<file path="src/hw/spms_pkg.sv">
// Package with constants, register map and state type of the sleep and power-mode sequencer.
package spms_pkg;

    // ************************************************************
    // Timing
    // ************************************************************
    localparam int CLK_MHZ      = 250;
    localparam int CLK_NS       = 4;
    localparam int OSC_WAIT_US  = 700;
    localparam int OSC_WAIT_CYC = OSC_WAIT_US * CLK_MHZ;
    localparam int DIG_RST_NS   = 100;
    localparam int DIG_RST_CYC  = (DIG_RST_NS + CLK_NS - 1) / CLK_NS;
    localparam logic [6:0] DOZE_DIV_LAST = 7'h7f;

    // ************************************************************
    // Register offsets
    // ************************************************************
    localparam logic [7:0] OFS_CTRL = 8'h00;
    localparam logic [7:0] OFS_WAKE = 8'h04;
    localparam logic [7:0] OFS_PSC  = 8'h08;
    localparam logic [7:0] OFS_TMR  = 8'h0c;
    localparam logic [7:0] OFS_STAT = 8'h10;

    // ************************************************************
    // Control, wake and status fields
    // ************************************************************
    localparam int CTRL_W    = 11;
    localparam int B_HIB     = 0;
    localparam int B_DOZE    = 1;
    localparam int B_LRET    = 2;
    localparam int B_PRET    = 3;
    localparam int B_X32     = 4;
    localparam int B_AUTO    = 5;
    localparam int B_RAM     = 6;
    localparam int B_HWK     = 9;
    localparam int B_MODEM   = 10;
    localparam int WAKE_W    = 12;
    localparam int B_MASK    = 0;
    localparam int B_POL     = 4;
    localparam int B_LVL     = 8;
    localparam int B_SYNC    = 0;
    localparam int B_SRC     = 8;

    // ************************************************************
    // Reset values
    // ************************************************************
    localparam logic [10:0] CTRL_RST = 11'h000;
    localparam logic [11:0] WAKE_RST = 12'hff0;
    localparam logic [5:0]  PSC_RST  = 6'h00;
    localparam logic [15:0] CMP_RST  = 16'h0000;
    localparam logic [3:0]  KOUT_RST = 4'hf;

    // ************************************************************
    // Bus answers and states
    // ************************************************************
    localparam logic [1:0] RESP_OKAY   = 2'h0;
    localparam logic [1:0] RESP_SLVERR = 2'h2;

    typedef enum logic [2:0] {
        S_OSC,
        S_SUPPLY,
        S_DIGRST,
        S_RUN,
        S_SYNCW,
        S_SYNCS,
        S_SLEEP
    } spms_state_type;

endpackage

</file>
<file path="src/hw/spms_sync.sv">
// Two-flop synchroniser for pins and slow oscillators entering the aclk domain.
`timescale 1ns/1ps
module spms_sync #(
    parameter int W = 6
) (
    // Clock and reset.
    input  wire logic         aclk,
    input  wire logic         aresetn,
    // Data.
    input  wire logic [W-1:0] async_in,
    output logic      [W-1:0] sync_out
);

    typedef struct packed {
        logic [W-1:0] s1;
        logic [W-1:0] s2;
    } spms_sync_type;

    spms_sync_type q;
    spms_sync_type d;

    always_comb
    begin
        d    = q;
        d.s1 = async_in;
        d.s2 = q.s1;
    end

    always_ff @(posedge aclk)
    begin
        if (!aresetn)
        begin
            q <= '0;
        end
        else
        begin
            q <= d;
        end
    end

    assign sync_out = q.s2;

endmodule // spms_sync

</file>
<file path="src/hw/spms_top.sv">
// Sleep and power-mode sequencer with AXI4-Lite register access.
`timescale 1ns/1ps
module spms_top #(
    parameter int OSC_CYC = spms_pkg::OSC_WAIT_CYC
) (
    // Clock and reset.
    input  wire logic       aclk,
    input  wire logic       aresetn,
    // AXI4-Lite slave.
    input  wire logic [7:0] s_axi_awaddr,
    input  wire logic       s_axi_awvalid,
    output logic            s_axi_awready,
    input  wire logic [31:0] s_axi_wdata,
    input  wire logic [3:0] s_axi_wstrb,
    input  wire logic       s_axi_wvalid,
    output logic            s_axi_wready,
    output logic [1:0]      s_axi_bresp,
    output logic            s_axi_bvalid,
    input  wire logic       s_axi_bready,
    input  wire logic [7:0] s_axi_araddr,
    input  wire logic       s_axi_arvalid,
    output logic            s_axi_arready,
    output logic [31:0]     s_axi_rdata,
    output logic [1:0]      s_axi_rresp,
    output logic            s_axi_rvalid,
    input  wire logic       s_axi_rready,
    // Oscillators and timer events.
    input  wire logic       ring_osc_in,
    input  wire logic       xtal32_osc_in,
    input  wire logic       rtc_timeout_pulse,
    // Keypad pins.
    input  wire logic [3:0] keypad_wake_in_pins,
    output logic [3:0]      keypad_wake_pull_up,
    output logic [3:0]      keypad_wake_pull_down,
    output logic [2:0]      keypad_out_pins,
    output logic [2:0]      keypad_out_oe,
    output logic            host_wake_out_pin,
    output logic            host_wake_oe,
    output logic            keypad_sleep_ctrl,
    // Power and clock controls.
    output logic            ref_osc_en,
    output logic            dig_supply_en,
    output logic            dig_reset_n,
    output logic            core_clk_en,
    output logic            core_clk_tick,
    output logic            modem_clk_en,
    output logic [1:0]      sleep_clk_sel,
    output logic [3:0]      ram_page_pwr,
    output logic            ram_retain_lv,
    output logic            ram_access_en,
    output logic            logic_retain_out,
    output logic            pad_power_en,
    output logic            auto_conv_en
);
    import spms_pkg::*;

    // ************************************************************
    // State
    // ************************************************************
    typedef struct packed {
        spms_state_type st;
        logic [17:0]    cnt;
        logic [6:0]     div;
        logic [5:0]     pre;
        logic           ro_prev;
        logic           x32_prev;
        logic [15:0]    tmr;
        logic           deep_sleep_request;
        logic           keep;
        logic [10:0]    ctrl;
        logic [11:0]    wctl;
        logic [5:0]     psc;
        logic [15:0]    cmp;
        logic           sync;
        logic [7:0]     src;
        logic [3:0]     kout;
        logic           aw_v;
        logic [7:0]     aw_a;
        logic           w_v;
        logic [31:0]    w_d;
        logic [3:0]     w_s;
        logic           b_v;
        logic [1:0]     b_r;
        logic           r_v;
        logic [1:0]     r_r;
        logic [31:0]    r_d;
    } spms_regs_type;

    spms_regs_type q;
    spms_regs_type d;
    logic [5:0]    sy;
    logic [3:0]    act;
    logic          low_pwr;

    function automatic logic [31:0] merge(input logic [31:0] o, input logic [31:0] n, input logic [3:0] s);
        logic [31:0] r;
        r = o;
        for (int i = 0; i < 4; i++)
        begin
            if (s[i])
            begin
                r[8*i +: 8] = n[8*i +: 8];
            end
        end
        return r;
    endfunction

    spms_sync #(
        .W (6)
    ) u_sync (
        .aclk     (aclk),
        .aresetn  (aresetn),
        .async_in ({xtal32_osc_in, ring_osc_in, keypad_wake_in_pins}),
        .sync_out (sy)
    );

    assign act = ~(sy[3:0] ^ q.wctl[B_POL +: 4]);
    assign low_pwr = (q.st == S_OSC) || (q.st == S_SUPPLY) || (q.st == S_DIGRST) || (q.st == S_SLEEP);

    // ************************************************************
    // Next state
    // ************************************************************
    always_comb
    begin
        logic [7:0]  wa;
        logic [7:0]  ra;
        logic [31:0] m;
        logic        wr;
        logic        tick;
        logic        tmr_hit;
        logic [3:0]  ext;
        logic        sync_clr;
        d        = q;
        wa       = {q.aw_a[7:2], 2'h0};
        ra       = {s_axi_araddr[7:2], 2'h0};
        m        = '0;
        wr       = q.aw_v && q.w_v && !q.b_v;
        sync_clr = 1'b0;
        tick     = 1'b0;
        tmr_hit  = 1'b0;
        ext      = 4'h0;
        if (s_axi_awvalid && !q.aw_v)
        begin
            d.aw_v = 1'b1;
            d.aw_a = s_axi_awaddr;
        end
        if (s_axi_wvalid && !q.w_v)
        begin
            d.w_v = 1'b1;
            d.w_d = s_axi_wdata;
            d.w_s = s_axi_wstrb;
        end
        if (q.b_v && s_axi_bready)
        begin
            d.b_v = 1'b0;
        end
        if (q.r_v && s_axi_rready)
        begin
            d.r_v = 1'b0;
        end
        if (s_axi_arvalid && !q.r_v)
        begin
            d.r_v = 1'b1;
            d.r_r = RESP_OKAY;
            d.r_d = '0;
            case (ra)
                OFS_CTRL: d.r_d[CTRL_W-1:0] = q.ctrl;
                OFS_WAKE: d.r_d[WAKE_W-1:0] = q.wctl;
                OFS_PSC:  d.r_d[5:0] = q.psc;
                OFS_TMR:  d.r_d = {q.tmr, q.cmp};
                OFS_STAT: d.r_d = {13'h0000, q.st, q.src, 7'h00, q.sync};
                default:  d.r_r = RESP_SLVERR;
            endcase
        end
        if (wr)
        begin
            d.aw_v = 1'b0;
            d.w_v  = 1'b0;
            d.b_v  = 1'b1;
            d.b_r  = RESP_OKAY;
            case (wa)
                OFS_CTRL:
                begin
                    m      = merge({21'h000000, q.ctrl}, q.w_d, q.w_s);
                    d.ctrl = m[CTRL_W-1:0];
                end
                OFS_WAKE:
                begin
                    m      = merge({20'h00000, q.wctl}, q.w_d, q.w_s);
                    d.wctl = m[WAKE_W-1:0];
                end
                OFS_PSC:
                begin
                    m     = merge({26'h0000000, q.psc}, q.w_d, q.w_s);
                    d.psc = m[5:0];
                end
                OFS_TMR:
                begin
                    m     = merge({16'h0000, q.cmp}, q.w_d, q.w_s);
                    d.cmp = m[15:0];
                end
                OFS_STAT:
                begin
                    m        = q.w_d & {{8{q.w_s[3]}}, {8{q.w_s[2]}}, {8{q.w_s[1]}}, {8{q.w_s[0]}}};
                    sync_clr = m[B_SYNC] && q.sync;
                    d.src    = q.src & ~m[B_SRC +: 8];
                    if (sync_clr)
                    begin
                        d.sync = 1'b0;
                    end
                end
                default: d.b_r = RESP_SLVERR;
            endcase
        end

        d.ro_prev  = sy[4];
        d.x32_prev = sy[5];
        d.div      = q.div + 7'h01;
        if (q.deep_sleep_request)
        begin
            tick = q.ctrl[B_X32] ? (sy[5] && !q.x32_prev) : (sy[4] && !q.ro_prev);
        end
        else
        begin
            tick = (q.div == DOZE_DIV_LAST);
        end
        tmr_hit = (q.cmp != CMP_RST) && (q.tmr == q.cmp);
        ext     = act & q.wctl[B_MASK +: 4];

        if (core_clk_en)
        begin
            d.pre = (q.pre == q.psc) ? 6'h00 : q.pre + 6'h01;
        end
        else
        begin
            d.pre = 6'h00;
        end

        // Power sequencing and sleep control.
        case (q.st)
            S_OSC:
            begin
                d.cnt = q.cnt + 18'h00001;
                if (q.cnt == 18'(OSC_CYC - 1))
                begin
                    d.cnt = '0;
                    d.st  = S_SUPPLY;
                end
            end
            S_SUPPLY:
            begin
                d.st = q.keep ? S_RUN : S_DIGRST;
            end
            S_DIGRST:
            begin
                d.cnt = q.cnt + 18'h00001;
                if (q.cnt == 18'(DIG_RST_CYC - 1))
                begin
                    d.cnt = '0;
                    d.st  = S_RUN;
                end
            end
            S_RUN:
            begin
                d.keep = 1'b0;
                if (q.ctrl[B_HIB] || q.ctrl[B_DOZE])
                begin
                    d.deep_sleep_request = q.ctrl[B_HIB];
                    d.st  = S_SYNCW;
                end
            end
            S_SYNCW:
            begin
                if (tick)
                begin
                    d.sync = 1'b1;
                    d.st   = S_SYNCS;
                end
            end
            S_SYNCS:
            begin
                if (sync_clr)
                begin
                    d.st           = S_SLEEP;
                    d.tmr          = '0;
                    d.ctrl[B_HIB]  = 1'b0;
                    d.ctrl[B_DOZE] = 1'b0;
                    d.keep         = q.ctrl[B_LRET];
                end
            end
            S_SLEEP:
            begin
                if (tick && !tmr_hit)
                begin
                    d.tmr = q.tmr + 16'h0001;
                end
                if ((|ext) || tmr_hit || rtc_timeout_pulse)
                begin
                    d.src = d.src | {!q.deep_sleep_request, q.deep_sleep_request, rtc_timeout_pulse, tmr_hit, ext};
                    d.st  = q.deep_sleep_request ? S_OSC : S_SUPPLY;
                end
            end
            default:
            begin
                d.st = S_OSC;
            end
        endcase

        if ((d.st != S_RUN) && (d.st != S_SYNCW) && (d.st != S_SYNCS))
        begin
            d.kout = {q.wctl[B_LVL+1 +: 3], q.ctrl[B_HWK] ? (d.st != S_SLEEP) : q.wctl[B_LVL]};
        end
    end

    always_ff @(posedge aclk)
    begin
        if (!aresetn)
        begin
            q      <= '0;
            q.st   <= S_OSC;
            q.ctrl <= CTRL_RST;
            q.wctl <= WAKE_RST;
            q.psc  <= PSC_RST;
            q.cmp  <= CMP_RST;
            q.kout <= KOUT_RST;
        end
        else
        begin
            q <= d;
        end
    end

    // ************************************************************
    // Outputs
    // ************************************************************
    assign s_axi_awready = !q.aw_v;
    assign s_axi_wready  = !q.w_v;
    assign s_axi_bvalid  = q.b_v;
    assign s_axi_bresp   = q.b_r;
    assign s_axi_arready = !q.r_v;
    assign s_axi_rvalid  = q.r_v;
    assign s_axi_rdata   = q.r_d;
    assign s_axi_rresp   = q.r_r;

    assign keypad_sleep_ctrl     = low_pwr;
    assign keypad_out_oe         = {3{low_pwr}};
    assign host_wake_oe          = low_pwr;
    assign keypad_out_pins       = q.kout[3:1];
    assign host_wake_out_pin     = q.kout[0];
    assign keypad_wake_pull_up   = low_pwr ? ~q.wctl[B_POL +: 4] : 4'h0;
    assign keypad_wake_pull_down = low_pwr ? q.wctl[B_POL +: 4] : 4'h0;

    assign ref_osc_en    = !((q.st == S_SLEEP) && q.deep_sleep_request);
    assign dig_supply_en = (q.st != S_OSC) && (q.st != S_SLEEP);
    assign dig_reset_n   = !((q.st == S_DIGRST) || (low_pwr && !q.keep));
    assign core_clk_en   = (q.st == S_RUN) || (q.st == S_SYNCW) || (q.st == S_SYNCS);
    assign core_clk_tick = core_clk_en && (q.pre == q.psc);
    assign modem_clk_en  = core_clk_en && q.ctrl[B_MODEM];
    assign sleep_clk_sel = !q.deep_sleep_request ? 2'h0 : (q.ctrl[B_X32] ? 2'h2 : 2'h1);
    assign ram_page_pwr  = (q.st == S_SLEEP) ? {q.ctrl[B_RAM +: 3], 1'b1} : {4{dig_supply_en}};
    assign ram_retain_lv = (q.st == S_SLEEP);
    assign ram_access_en = core_clk_en;
    assign logic_retain_out = (q.st == S_SLEEP) && q.ctrl[B_LRET];
    assign pad_power_en  = (q.st == S_SLEEP) ? (q.ctrl[B_LRET] && q.ctrl[B_PRET]) : dig_supply_en;
    assign auto_conv_en  = (q.st == S_SLEEP) && q.deep_sleep_request && q.ctrl[B_AUTO];
endmodule // spms_top

</file>
<file path="config.mk">
export PLATFORM = sky130hd
export DESIGN_NAME = spms_top
export DESIGN_NICKNAME = d
export VERILOG_FILES = /design/src/hw/spms_pkg.sv /design/src/hw/spms_sync.sv /design/src/hw/spms_top.sv
export SDC_FILE = /design/constraint.sdc
export NUM_CORES = 1
export LEC_CHECK = 0
export BUFFER_PORTS_ARGS = -buffer_cell sky130_fd_sc_hd__buf_2
export CORE_AREA = 2 2 142 144
export DETAILED_ROUTE_END_ITERATION = 8
export DIE_AREA = 0 0 144 146
export GPL_TIMING_DRIVEN = 0
export PLACE_DENSITY_LB_ADDON = 0.05
export SETUP_SLACK_MARGIN = 0.5
export SYNTH_ARGS = -nofsm -noshare
export SYNTH_HDL_FRONTEND = slang
export SYNTH_SLANG_ARGS = --single-unit
</file>
<file path="constraint.sdc">
create_clock -name aclk -period 3.13 [get_ports aclk]
set_input_delay 0.313 -clock aclk [delete_from_list [all_inputs] [get_ports aclk]]
set_output_delay 0.313 -clock aclk [all_outputs]
set_load 0.05 [all_outputs]
</file>
==> flow_summary.yaml, run 1 <==
run_status:
  status: "complete, no violations"
detailed_routing:
  routed_via_density: 5.116
  wirelength_um: 23720
  drc: 0
  ant_nets: 0
  num_vias: 7065
  post_drt_wl_per_cell_um: 17.17
  firstDrtPassIters: 5
  drtIter0Drc: 505
power_and_ir_drop:
  leakage_nw: 4.316
  powerDensity_mw_per_mm2: 486.0
  power_mw: 4.941
  vdd_ir_drop_max_mv: 0.3854
synth:
  syn_inst: 967
  syn-cell-area_mm2: 0.008647
  synth_cell_type_count: 63
  ys_seq_area_share_pct: 43.06
  async_reset_ff_share_pct: 0
  ys_warn_count: 0
  synth_seq_cells: 186
  synth-edff-count: 0
  synth.avg_cell_area_um2: 8.942
  ys.flop_type: "dfxtp_1"
floorplanning:
  initial_utilization_pct: 44.72
  coreArea_mm2: 0.01933
  boundaryPins: 141
  rows: 51
  die_w_um: 144
  die_y_um: 146
  dieArea_mm2: 0.02102
cells_and_area:
  post_layout_nonfiller_instances: 1381
  mostFrequentLayoutCells: "dfxtp_1 (186), buf_2 (120), nand2_1 (107)"
  nNetsFinal: 1174
  antennaDiodeCount: 0
  final_common_cell: "dfxtp_1"
  syn_to_final_growth_pct: 17.58
  drive_gt1_share_pct: 19.62
  fin_area_mm2: 0.01017
  post-route-util_pct: 52.59
grt:
  grt_max_degree: 20
  grt_pass1_vias: 6617
  grt_overflow_total: 0
  antenna_found_initial: 0
  grt_pass1_wl_um: 37520
  grtUsageTotal_pct: 23.09
worst_setup_path:
  crit_type: "flip-flop to output pin"
  reg2reg_depth: 6
  crit_fanout: 10
  setup.worst_path.start: "q[193]$_SDFF_PN0_"
  critPathRequiredTime_ps: 2820
  rr_startpoint: "q[83]$_SDFFE_PP0P_"
  crit_path_end_kind: "output pin"
  rrSetupSlack_ps: 680
  startpoint_type: "flip-flop"
  arrival_ps: 2240
  r2r-end: "q[131]$_SDFF_PN0_"
  cp-endpoint: "modem_clk_en"
clock_tree:
  cts_buffers: 17
  clk_latency_ps: 440
  cts_hold_buf: 0
  cts_setup_buffers: 0
  tritoncts: "yes"
  cts_root_buffer: "clkbuf_16"
  cts_max_path_buffers: 2
  cts.clk_slew.worst_paths_ps: 80
  cts.sinks: 186
  htreeDepth: 4
sta:
  fin_skew_ps: 7.074
  worstMarginPinSlew_ps: 1074
  min_period_over_period_pct: 81.43
  min_period_ps: 2549
  timing.fmax_ghz: 0.3923
  fin_ws_ps: 581.2
  timing_hold_violations_final: 0
  grt_setup_unrepaired: "yes"
  slew_violations: 0
  maxSlewHeadroom_pct: 27.71
  setup_tns_ps: 0
  finalSetupViolCount: 0
  hold_slack_ps: 67.30
placed_design:
  gp_congestion: 0.8663
  port_buffers: 116
  place_area_mm2: 0.009567
  dp_hpwl_um: 18110
  post-place-ws_ps: 499.5
  dp.cells: 1349
run:
  max_cap_violations: 0
hold_path:
  hold_path.class: "input port to flip-flop"
logic make-up after synthesis:
family / count (synthesis) / share of synthesized area [%]
flip-flops: 186 / 43.06
XOR/XNOR: 52 / 5.267
other: 1 / 0.04337
AND/OR/NAND/NOR: 413 / 25.00
multiplexers: 63 / 8.161
AO/OA/AOI/OAI: 142 / 11.14
buffers and inverters: 105 / 6.598
adder cells (fa/ha/maj): 5 / 0.7235
repair_timing:
item	CTS	global route
pin swaps	0	1
cloned	0	0
gates resized for setup	5	5
setup endpoints to repair	10	10
power breakdown:
group | switching [mW] | total (mW) | internal [mW]
Clock | 1.07 | 2.14 | 1.07
Combinational | 0.223 | 0.351 | 0.128
Sequential | 0.0427 | 2.45 | 2.41
Total | 1.34 | 4.94 | 3.61
area by class of cell:
cell class	count	area [um2]
Fill cell	1912	9168
Timing Repair Buffer	116	580.6
Multi-Input combinational cell	677	4375
Tap cell	265	331.6
Inverter	13	48.80
Buffer	92	526.8
Sequential cell	186	3724
Clock buffer	17	425.4
Clock inverter	15	155.1
worst min-delay path by stage:
stage | slack (ps) | start | to | cells after the start
after floorplan | 410 | u_sync.d[0]$_SDFF_PN0_ | u_sync.sync_out[0]$_SDFF_PN0_ | 1
after global placement | 420 | u_sync.d[4]$_SDFF_PN0_ | u_sync.sync_out[4]$_SDFF_PN0_ | 1
after detailed placement | 420 | u_sync.d[4]$_SDFF_PN0_ | u_sync.sync_out[4]$_SDFF_PN0_ | 1
after CTS | 60 | keypad_wake_in_pins[1] | u_sync.d[1]$_SDFF_PN0_ | 2
after global routing | 70 | xtal32_osc_in | u_sync.d[5]$_SDFF_PN0_ | 2
final | 70 | keypad_wake_in_pins[1] | u_sync.d[1]$_SDFF_PN0_ | 2
cells in the mapped netlist, types with 2 or more instances:
cell type | number | area [um2]
a221oi_1 | 10 | 87.58
nor3b_1 | 9 | 67.56
and2_1 | 30 | 187.7
o21a_1 | 4 | 30.03
nor2_1 | 67 | 251.5
a22o_1 | 2 | 17.52
mux4_2 | 6 | 135.1
a21boi_0 | 37 | 277.8
clkbuf_1 | 41 | 153.9
a32oi_1 | 2 | 17.52
nand2b_1 | 2 | 12.51
nand2_1 | 109 | 409.1
a21oi_1 | 30 | 150.1
xnor2_1 | 16 | 140.1
or4_1 | 4 | 30.03
dfxtp_1 | 186 | 3724
o21ai_0 | 28 | 140.1
o211ai_1 | 4 | 30.03
nor3_1 | 12 | 60.06
nor2b_1 | 68 | 425.4
o31a_1 | 2 | 17.52
buf_2 | 3 | 15.01
nand3b_1 | 2 | 15.01
or3_1 | 15 | 93.84
xor2_1 | 36 | 315.3
nand3_1 | 41 | 205.2
and4_1 | 4 | 35.03
nand4b_1 | 2 | 17.52
inv_1 | 12 | 45.04
a222oi_1 | 2 | 20.02
buf_1 | 3 | 11.26
mux2i_1 | 57 | 570.6
buf_4 | 44 | 330.3
nand4_1 | 12 | 75.07
ha_1 | 5 | 62.56
a22oi_1 | 9 | 67.56
nor4_1 | 14 | 87.58
and3_1 | 11 | 68.82
a21o_1 | 2 | 15.01
registers in the layout (all words and copies together) (netlist names):
| register | flops |
|---|---|
| s_axi_bvalid | 1 |
| q | 134 |
| s_axi_rdata | 32 |
| s_axi_rvalid | 1 |
| s_axi_bresp | 1 |
| keypad_out_pins | 3 |
| u_sync.d | 6 |
| s_axi_rresp | 1 |
| host_wake_out_pin | 1 |
| u_sync.sync_out | 6 |
critical path, stage by stage, from the launching register on:
cell and delay [ps]:
dfxtp_1 440, clkbuf_2 300, nand2_2 210, o21ai_4 360, and2_1 200, buf_2 270
per-layer routing:
| layer | track usage [%] | up-vias | share of wire, % |
|---|---|---|---|
| li1 | - | 3575 | - |
| met4 | 5.735 | 0 | 1.3 |
| met5 | 0 | - | 0 |
| met3 | 3.718 | 22 | 4.2 |
| met1 | 32.68 | 3311 | 48 |
| met2 | 36.71 | 157 | 47 |
(Power assumes the default switching activity.)
==> run 2: changes to the inputs <==
- clock period: 3.13 -> 2.6 ns (I/O delays scaled with it)
==> run 2 against run 1 <==
  * Utilization up 3.4 points
  * Register-to-register slack worse by 240 ps
  * Non-clock buffer count up 24
  * Die area unchanged
  * Wire length up 4.8%
  * Cell count up 1.7%
  * Global-route usage up 0.74 points
==> flow_summary.yaml, run 2 (same netlist as run 1, synthesis figures left out) <==
run_status:
  status: "complete, no violations"
worst_setup_path:
  reg2reg_depth: 7
  arrival_ps: 1940
  cp_common_cell: "buf_8"
  crit_path_end_kind: "output pin"
  path_buf_inv: 3
  crit_slowest_cell: "or3_4"
  path_cells: "buf_8, or3_4, buf_8, and2_4, a21o_4, buf_8"
  crit_family: "simple AND/OR/NAND/NOR gates"
  crit_type: "flip-flop to output pin"
  crit_fanout: 2
  startpoint_type: "flip-flop"
  critPathMaxStageDelay_ps: 420
  rrSetupSlack_ps: 440
  r2r-end: "q[158]$_SDFFE_PN0P_"
  cp_num_cells: 6
  rr_startpoint: "q[77]$_SDFFE_PN0P_"
  critPathRequiredTime_ps: 2340
sta:
  timing_hold_violations_final: 0
  grt_setup_unrepaired: "yes"
  timing.fmax_ghz: 0.4553
  fin_skew_ps: 13.44
  slew_violations: 0
  setup_tns_ps: 0
  min_period_over_period_pct: 84.48
  maxSlewHeadroom_pct: 49.22
  hold_slack_ps: 21.87
  worstMarginPinSlew_ps: 761.7
  finalSetupViolCount: 0
  min_period_ps: 2197
floorplanning:
  die_w_um: 144
  rows: 51
  coreArea_mm2: 0.01933
  initial_utilization_pct: 44.72
  boundaryPins: 141
  dieArea_mm2: 0.02102
  die_y_um: 146
clock_tree:
  cts.clk_slew.worst_paths_ps: 80
  clk_latency_ps: 440
  htreeDepth: 4
  cts_max_path_buffers: 2
  cts_hold_buf: 0
  cts.sinks: 186
  tritoncts: "yes"
  cts_buffers: 17
  cts_root_buffer: "clkbuf_16"
cells_and_area:
  syn_to_final_growth_pct: 25.26
  drive_gt1_share_pct: 26.40
  antennaDiodeCount: 0
  nNetsFinal: 1198
  largest_reg_flops: 134
  top_register: "q"
  final_common_cell: "dfxtp_1"
  mostFrequentLayoutCells: "dfxtp_1 (170), nand2_1 (105), buf_2 (103)"
  fillers: 1804
detailed_routing:
  routed_via_density: 5.211
  drc: 0
  num_vias: 7321
  drtIter0Drc: 492
  firstDrtPassIters: 5
  wirelength_um: 24850
  ant_nets: 0
  post_drt_wl_per_cell_um: 17.69
hold_path:
  worstHoldStart: "keypad_wake_in_pins[0]"
  holdPathStages: 2
  min_to: "u_sync.d[0]$_SDFF_PN0_"
  hold_path.class: "input port to flip-flop"
run:
  max_cap_violations: 0
power_and_ir_drop:
  vdd_ir_drop_max_mv: 0.4163
  power_mw: 6.202
  powerDensity_mw_per_mm2: 572.6
  leakage_nw: 4.590
placed_design:
  gp_congestion: 0.8770
  port_buffers: 116
  dp_hpwl_um: 18040
grt:
  grtUsageTotal_pct: 23.83
  grt_max_degree: 19
  grt_pass1_wl_um: 38210
  grt_pass1_vias: 6754
  antenna_found_initial: 0
  grt_overflow_total: 0
[run 2: metrics by stage]
| step | setup slack (ps) | util [%] | area, um2 | cells |
|---|---|---|---|---|
| after floorplan | 529.6 | - | 8688 | 968 |
| after global placement | 66.66 | 49.65 | 9600 | 1349 |
| after detailed placement | 19.88 | 49.65 | 9600 | 1349 |
| after CTS | 409.3 | 54.73 | 10580 | 1395 |
| after global routing | 343.7 | 56.02 | 10830 | 1405 |
| final | 403.5 | 56.02 | 10830 | 1405 |
[run 2: what timing repair did]
item	CTS	global route
endpoints found under the setup margin	78	84
pin swaps	22	19
buffers inserted	13	10
resized for setup	73	58
cloned	1	0
[run 2: power by group]
| group | total, mW | internal (mW) | switching, mW | leakage, nW |
|---|---|---|---|---|
| registers | 2.96 | 2.90 | 0.0559 | 1.52 |
| clock network | 2.79 | 1.55 | 1.24 | 0.306 |
| logic | 0.450 | 0.172 | 0.279 | 2.77 |
[run 2: worst max path at each step]
stage / end / startpoint / slack, ps
3_3_place_gp: s_axi_rdata[14]$_SDFFE_PN0P_ / s_axi_araddr[7] / 70
6_report: pad_power_en / q[195]$_SDFF_PN0_ / 400
3_5_place_dp: s_axi_rdata[14]$_SDFFE_PN0P_ / s_axi_araddr[7] / 20
2_1_floorplan: pad_power_en / q[194]$_SDFF_PN0_ / 530
4_1_cts: modem_clk_en / q[193]$_SDFF_PN0_ / 410
5_1_grt: q[148]$_SDFFE_PN0P_ / q[77]$_SDFFE_PN0P_ / 340
[run 2: cell type report]
type                       count  area [um2]  share of cell area, %
buffer                        92       595.6                  5.498
multi-input combinational    677        4631                  42.75
clock inverter                15       202.7                  1.871
timing repair buffer         140       845.8                  7.809
inverter                      13       53.80                 0.4967
sequential                   186        3746                  34.58
tap                          265       331.6                  3.061
clock buffer                  17       425.4                  3.927
[run 2: metal layers]
layer / vias up / share of wire, % / GRT usage (%)
li1: 3632 / - / -
met2: 215 / 47 / 36.83
met4: 0 / 1.9 / 7.255
met5: - / 0 / 0
met1: 3448 / 47 / 33.33
met3: 26 / 4.9 / 5.067
==> run 3: changes to the inputs <==
- ABC_AREA: unset -> 1
- CORE_AREA: 2 2 142 144 -> 2 2 145 147
- DIE_AREA: 0 0 144 146 -> 0 0 147 149
- clock period: 2.6 -> 2.24 ns (I/O delays scaled with it)
==> run 3 against run 2 <==
  * Non-clock buffer count increased by 43
  * Sequential cell count unchanged
  * Sequential share of layout area decreased by 3.3 points
  * Power increased by 15%
  * Synthesized cell count increased by 32%
  * Synthesized area increased by 3.8%
  * Setup slack got worse by 300 ps
  * Critical path depth increased by 4
  * Critical endpoint is now auto_conv_en
==> flow_summary.yaml, run 3 <==
run_status:
  status: "complete, no violations"
worst_setup_path:
  rrSetupSlack_ps: 420
  r2r-end: "q[149]$_SDFFE_PN0P_"
  startpoint_type: "flip-flop"
  crit_fanout: 7
  crit_type: "flip-flop to output pin"
  reg2reg_depth: 10
  rr_startpoint: "q[74]$_SDFFE_PP0P_"
  critPathRequiredTime_ps: 2020
  crit_path_end_kind: "output pin"
  arrival_ps: 1910
synth:
  async_reset_ff_share_pct: 0
  ys.flop_type: "dfxtp_1"
  yosysTopAreaCell: "dfxtp_1"
  ys_seq_area_share_pct: 41.49
  synth.avg_cell_area_um2: 7.045
  synthMostInstantiatedCell: "nand2_1"
  synthTopCellsByCount: "nand2_1 (243), dfxtp_1 (186), nor2_1 (165), inv_1 (154), a21oi_1 (107)"
  syn-cell-area_mm2: 0.008975
  ys_top_cells_by_area: "dfxtp_1 (41%), nand2_1 (10%), nor2_1 (6.9%)"
  synth_top_area_share_pct: 41.49
  synth-edff-count: 0
  ys_warn_count: 0
  syn_inst: 1274
  synth_cell_type_count: 46
  synth_seq_cells: 186
detailed_routing:
  num_vias: 8899
  post_drt_wl_per_cell_um: 16.45
  routed_via_density: 5.039
  ant_nets: 0
  wirelength_um: 29050
  drc: 0
  firstDrtPassIters: 5
  drtIter0Drc: 694
clock_tree:
  cts.sinks: 186
  tritoncts: "yes"
  cts.clk_slew.worst_paths_ps: 80
  clk_latency_ps: 440
  cts_max_path_buffers: 2
  cts_root_buffer: "clkbuf_16"
  htreeDepth: 4
  cts_buffers: 17
sta:
  finalSetupViolCount: 0
  min_period_over_period_pct: 95.47
  timing.fmax_ghz: 0.4676
  slew_violations: 0
  worstMarginPinSlew_ps: 797.6
  fin_skew_ps: 10.22
  timing_hold_violations_final: 0
  fin_ws_ps: 101.6
  min_period_ps: 2138
  grt_setup_unrepaired: "yes"
  maxSlewHeadroom_pct: 46.82
placed_design:
  dp_hpwl_um: 21190
  place_area_mm2: 0.009997
  gp_congestion: 0.9463
  port_buffers: 115
  post-place-ws_ps: -70.93
run:
  max_cap_violations: 0
cells_and_area:
  mostFrequentLayoutCells: "nand2_1 (215), dfxtp_1 (161), nor2_1 (141)"
  antennaDiodeCount: 0
  drive_gt1_share_pct: 30.72
  fin_area_mm2: 0.01204
  nNetsFinal: 1550
  final_common_cell: "nand2_1"
  largest_reg_flops: 134
  syn_to_final_growth_pct: 34.11
  top_register: "q"
floorplanning:
  die_y_um: 149
  boundaryPins: 141
  dieArea_mm2: 0.02190
  die_w_um: 147
  initial_utilization_pct: 43.66
  coreArea_mm2: 0.02056
  rows: 53
grt:
  grt_pass1_vias: 7955
  grtUsageTotal_pct: 26.03
  antenna_found_initial: 0
  grt_overflow_total: 0
  grt_max_degree: 20
  grt_pass1_wl_um: 43950
power_and_ir_drop:
  leakage_nw: 5.147
  powerDensity_mw_per_mm2: 594.3
  vdd_ir_drop_max_mv: 0.5010
hold_path:
  min_to: "q[56]$_SDFFE_PN0P_"
  hold_path.class: "input port to flip-flop"
  holdPathStages: 3
  worstHoldStart: "s_axi_wdata[14]"
-- run 3: per-stage QoR --
stage | total power, mW | instances | util [%] | TNS (ps) | hold slack (ps)
finish | 7.153 | 1766 | 58.55 | 0 | 6.993
global route | 7.415 | 1766 | 58.55 | 0 | 0.06853
CTS | 7.177 | 1745 | 55.47 | 0 | 1.446
detailed placement | 4.145 | 1665 | 48.63 | -70.93 | 406.2
global placement | 4.142 | 1665 | 48.63 | -85.16 | 396.2
floorplan | 3.934 | 1275 | - | 0 | 321.6
-- run 3: cell families (layout without fill, tap and decap cells) --
kind of cell	Yosys count	in the layout	share of synthesized area, %
other	1	2	0.04178
AO/OA/AOI/OAI	252	252	15.24
flip-flops	186	186	41.49
XOR/XNOR	24	24	2.342
buffers and inverters	264	480	13.15
adder cells (fa/ha/maj)	5	5	0.6971
AND/OR/NAND/NOR	542	542	27.05
-- run 3: area by class of cell --
| class | count | area, um2 |
|---|---|---|
| multi-input combinational | 825 | 4659 |
| sequential | 186 | 3767 |
| clock buffer | 17 | 425.4 |
| inverter | 174 | 680.7 |
| tap | 275 | 344.1 |
| fill | 2056 | 8521 |
| buffer | 90 | 633.1 |
| timing repair buffer | 185 | 1381 |
| clock inverter | 14 | 145.1 |
-- run 3: metal layers --
metal	part of all wire, %	vias up	track usage (%)
met5	0	-	0
met1	45	4085	34.78
met4	2.7	0	8.413
met2	47	287	43.17
li1	-	4476	-
met3	5.4	51	4.404
-- run 3: worst max path at each step --
stage                                  from                            to  slack, ps  depth (start not counted)
after detailed placement            aresetn  s_axi_rdata[18]$_SDFFE_PN0P_        -70                          5
after global routing      q[194]$_SDFF_PN0_                  auto_conv_en         30                         10
after floorplan           q[194]$_SDFF_PN0_                  pad_power_en        440                          9
after global placement              aresetn  s_axi_rdata[18]$_SDFFE_PN0P_        -90                          5
final                     q[194]$_SDFF_PN0_                  auto_conv_en        100                         10
after CTS                 q[194]$_SDFF_PN0_                  auto_conv_en        120                         10
-- run 3: critical path, stage by stage, from the launching register on --
cell       delay (ps)
dfxtp_4           380
inv_4              40
nor2_4            120
inv_2              50
nor2_4            160
inv_2              80
clkbuf_16         180
nor2_4            160
inv_6              50
nor2_4             80
buf_6             160
-- run 3: where the power goes --
| part | leakage, nW | internal (mW) | switching (mW) |
|---|---|---|---|
| Clock | 0.285 | 1.49 | 1.51 |
| Combinational | 3.34 | 0.219 | 0.456 |
| Sequential | 1.53 | 3.40 | 0.0856 |
| Total | 5.15 | 5.10 | 2.05 |
-- run 3: repair_timing --
item,in CTS,in global routing
hold endpoints to repair,12,0
cloned,2,1
buffers inserted,35,20
pin swaps,38,35
hold buffers,12,0
endpoints found under the setup margin,111,107
resized for setup,132,165
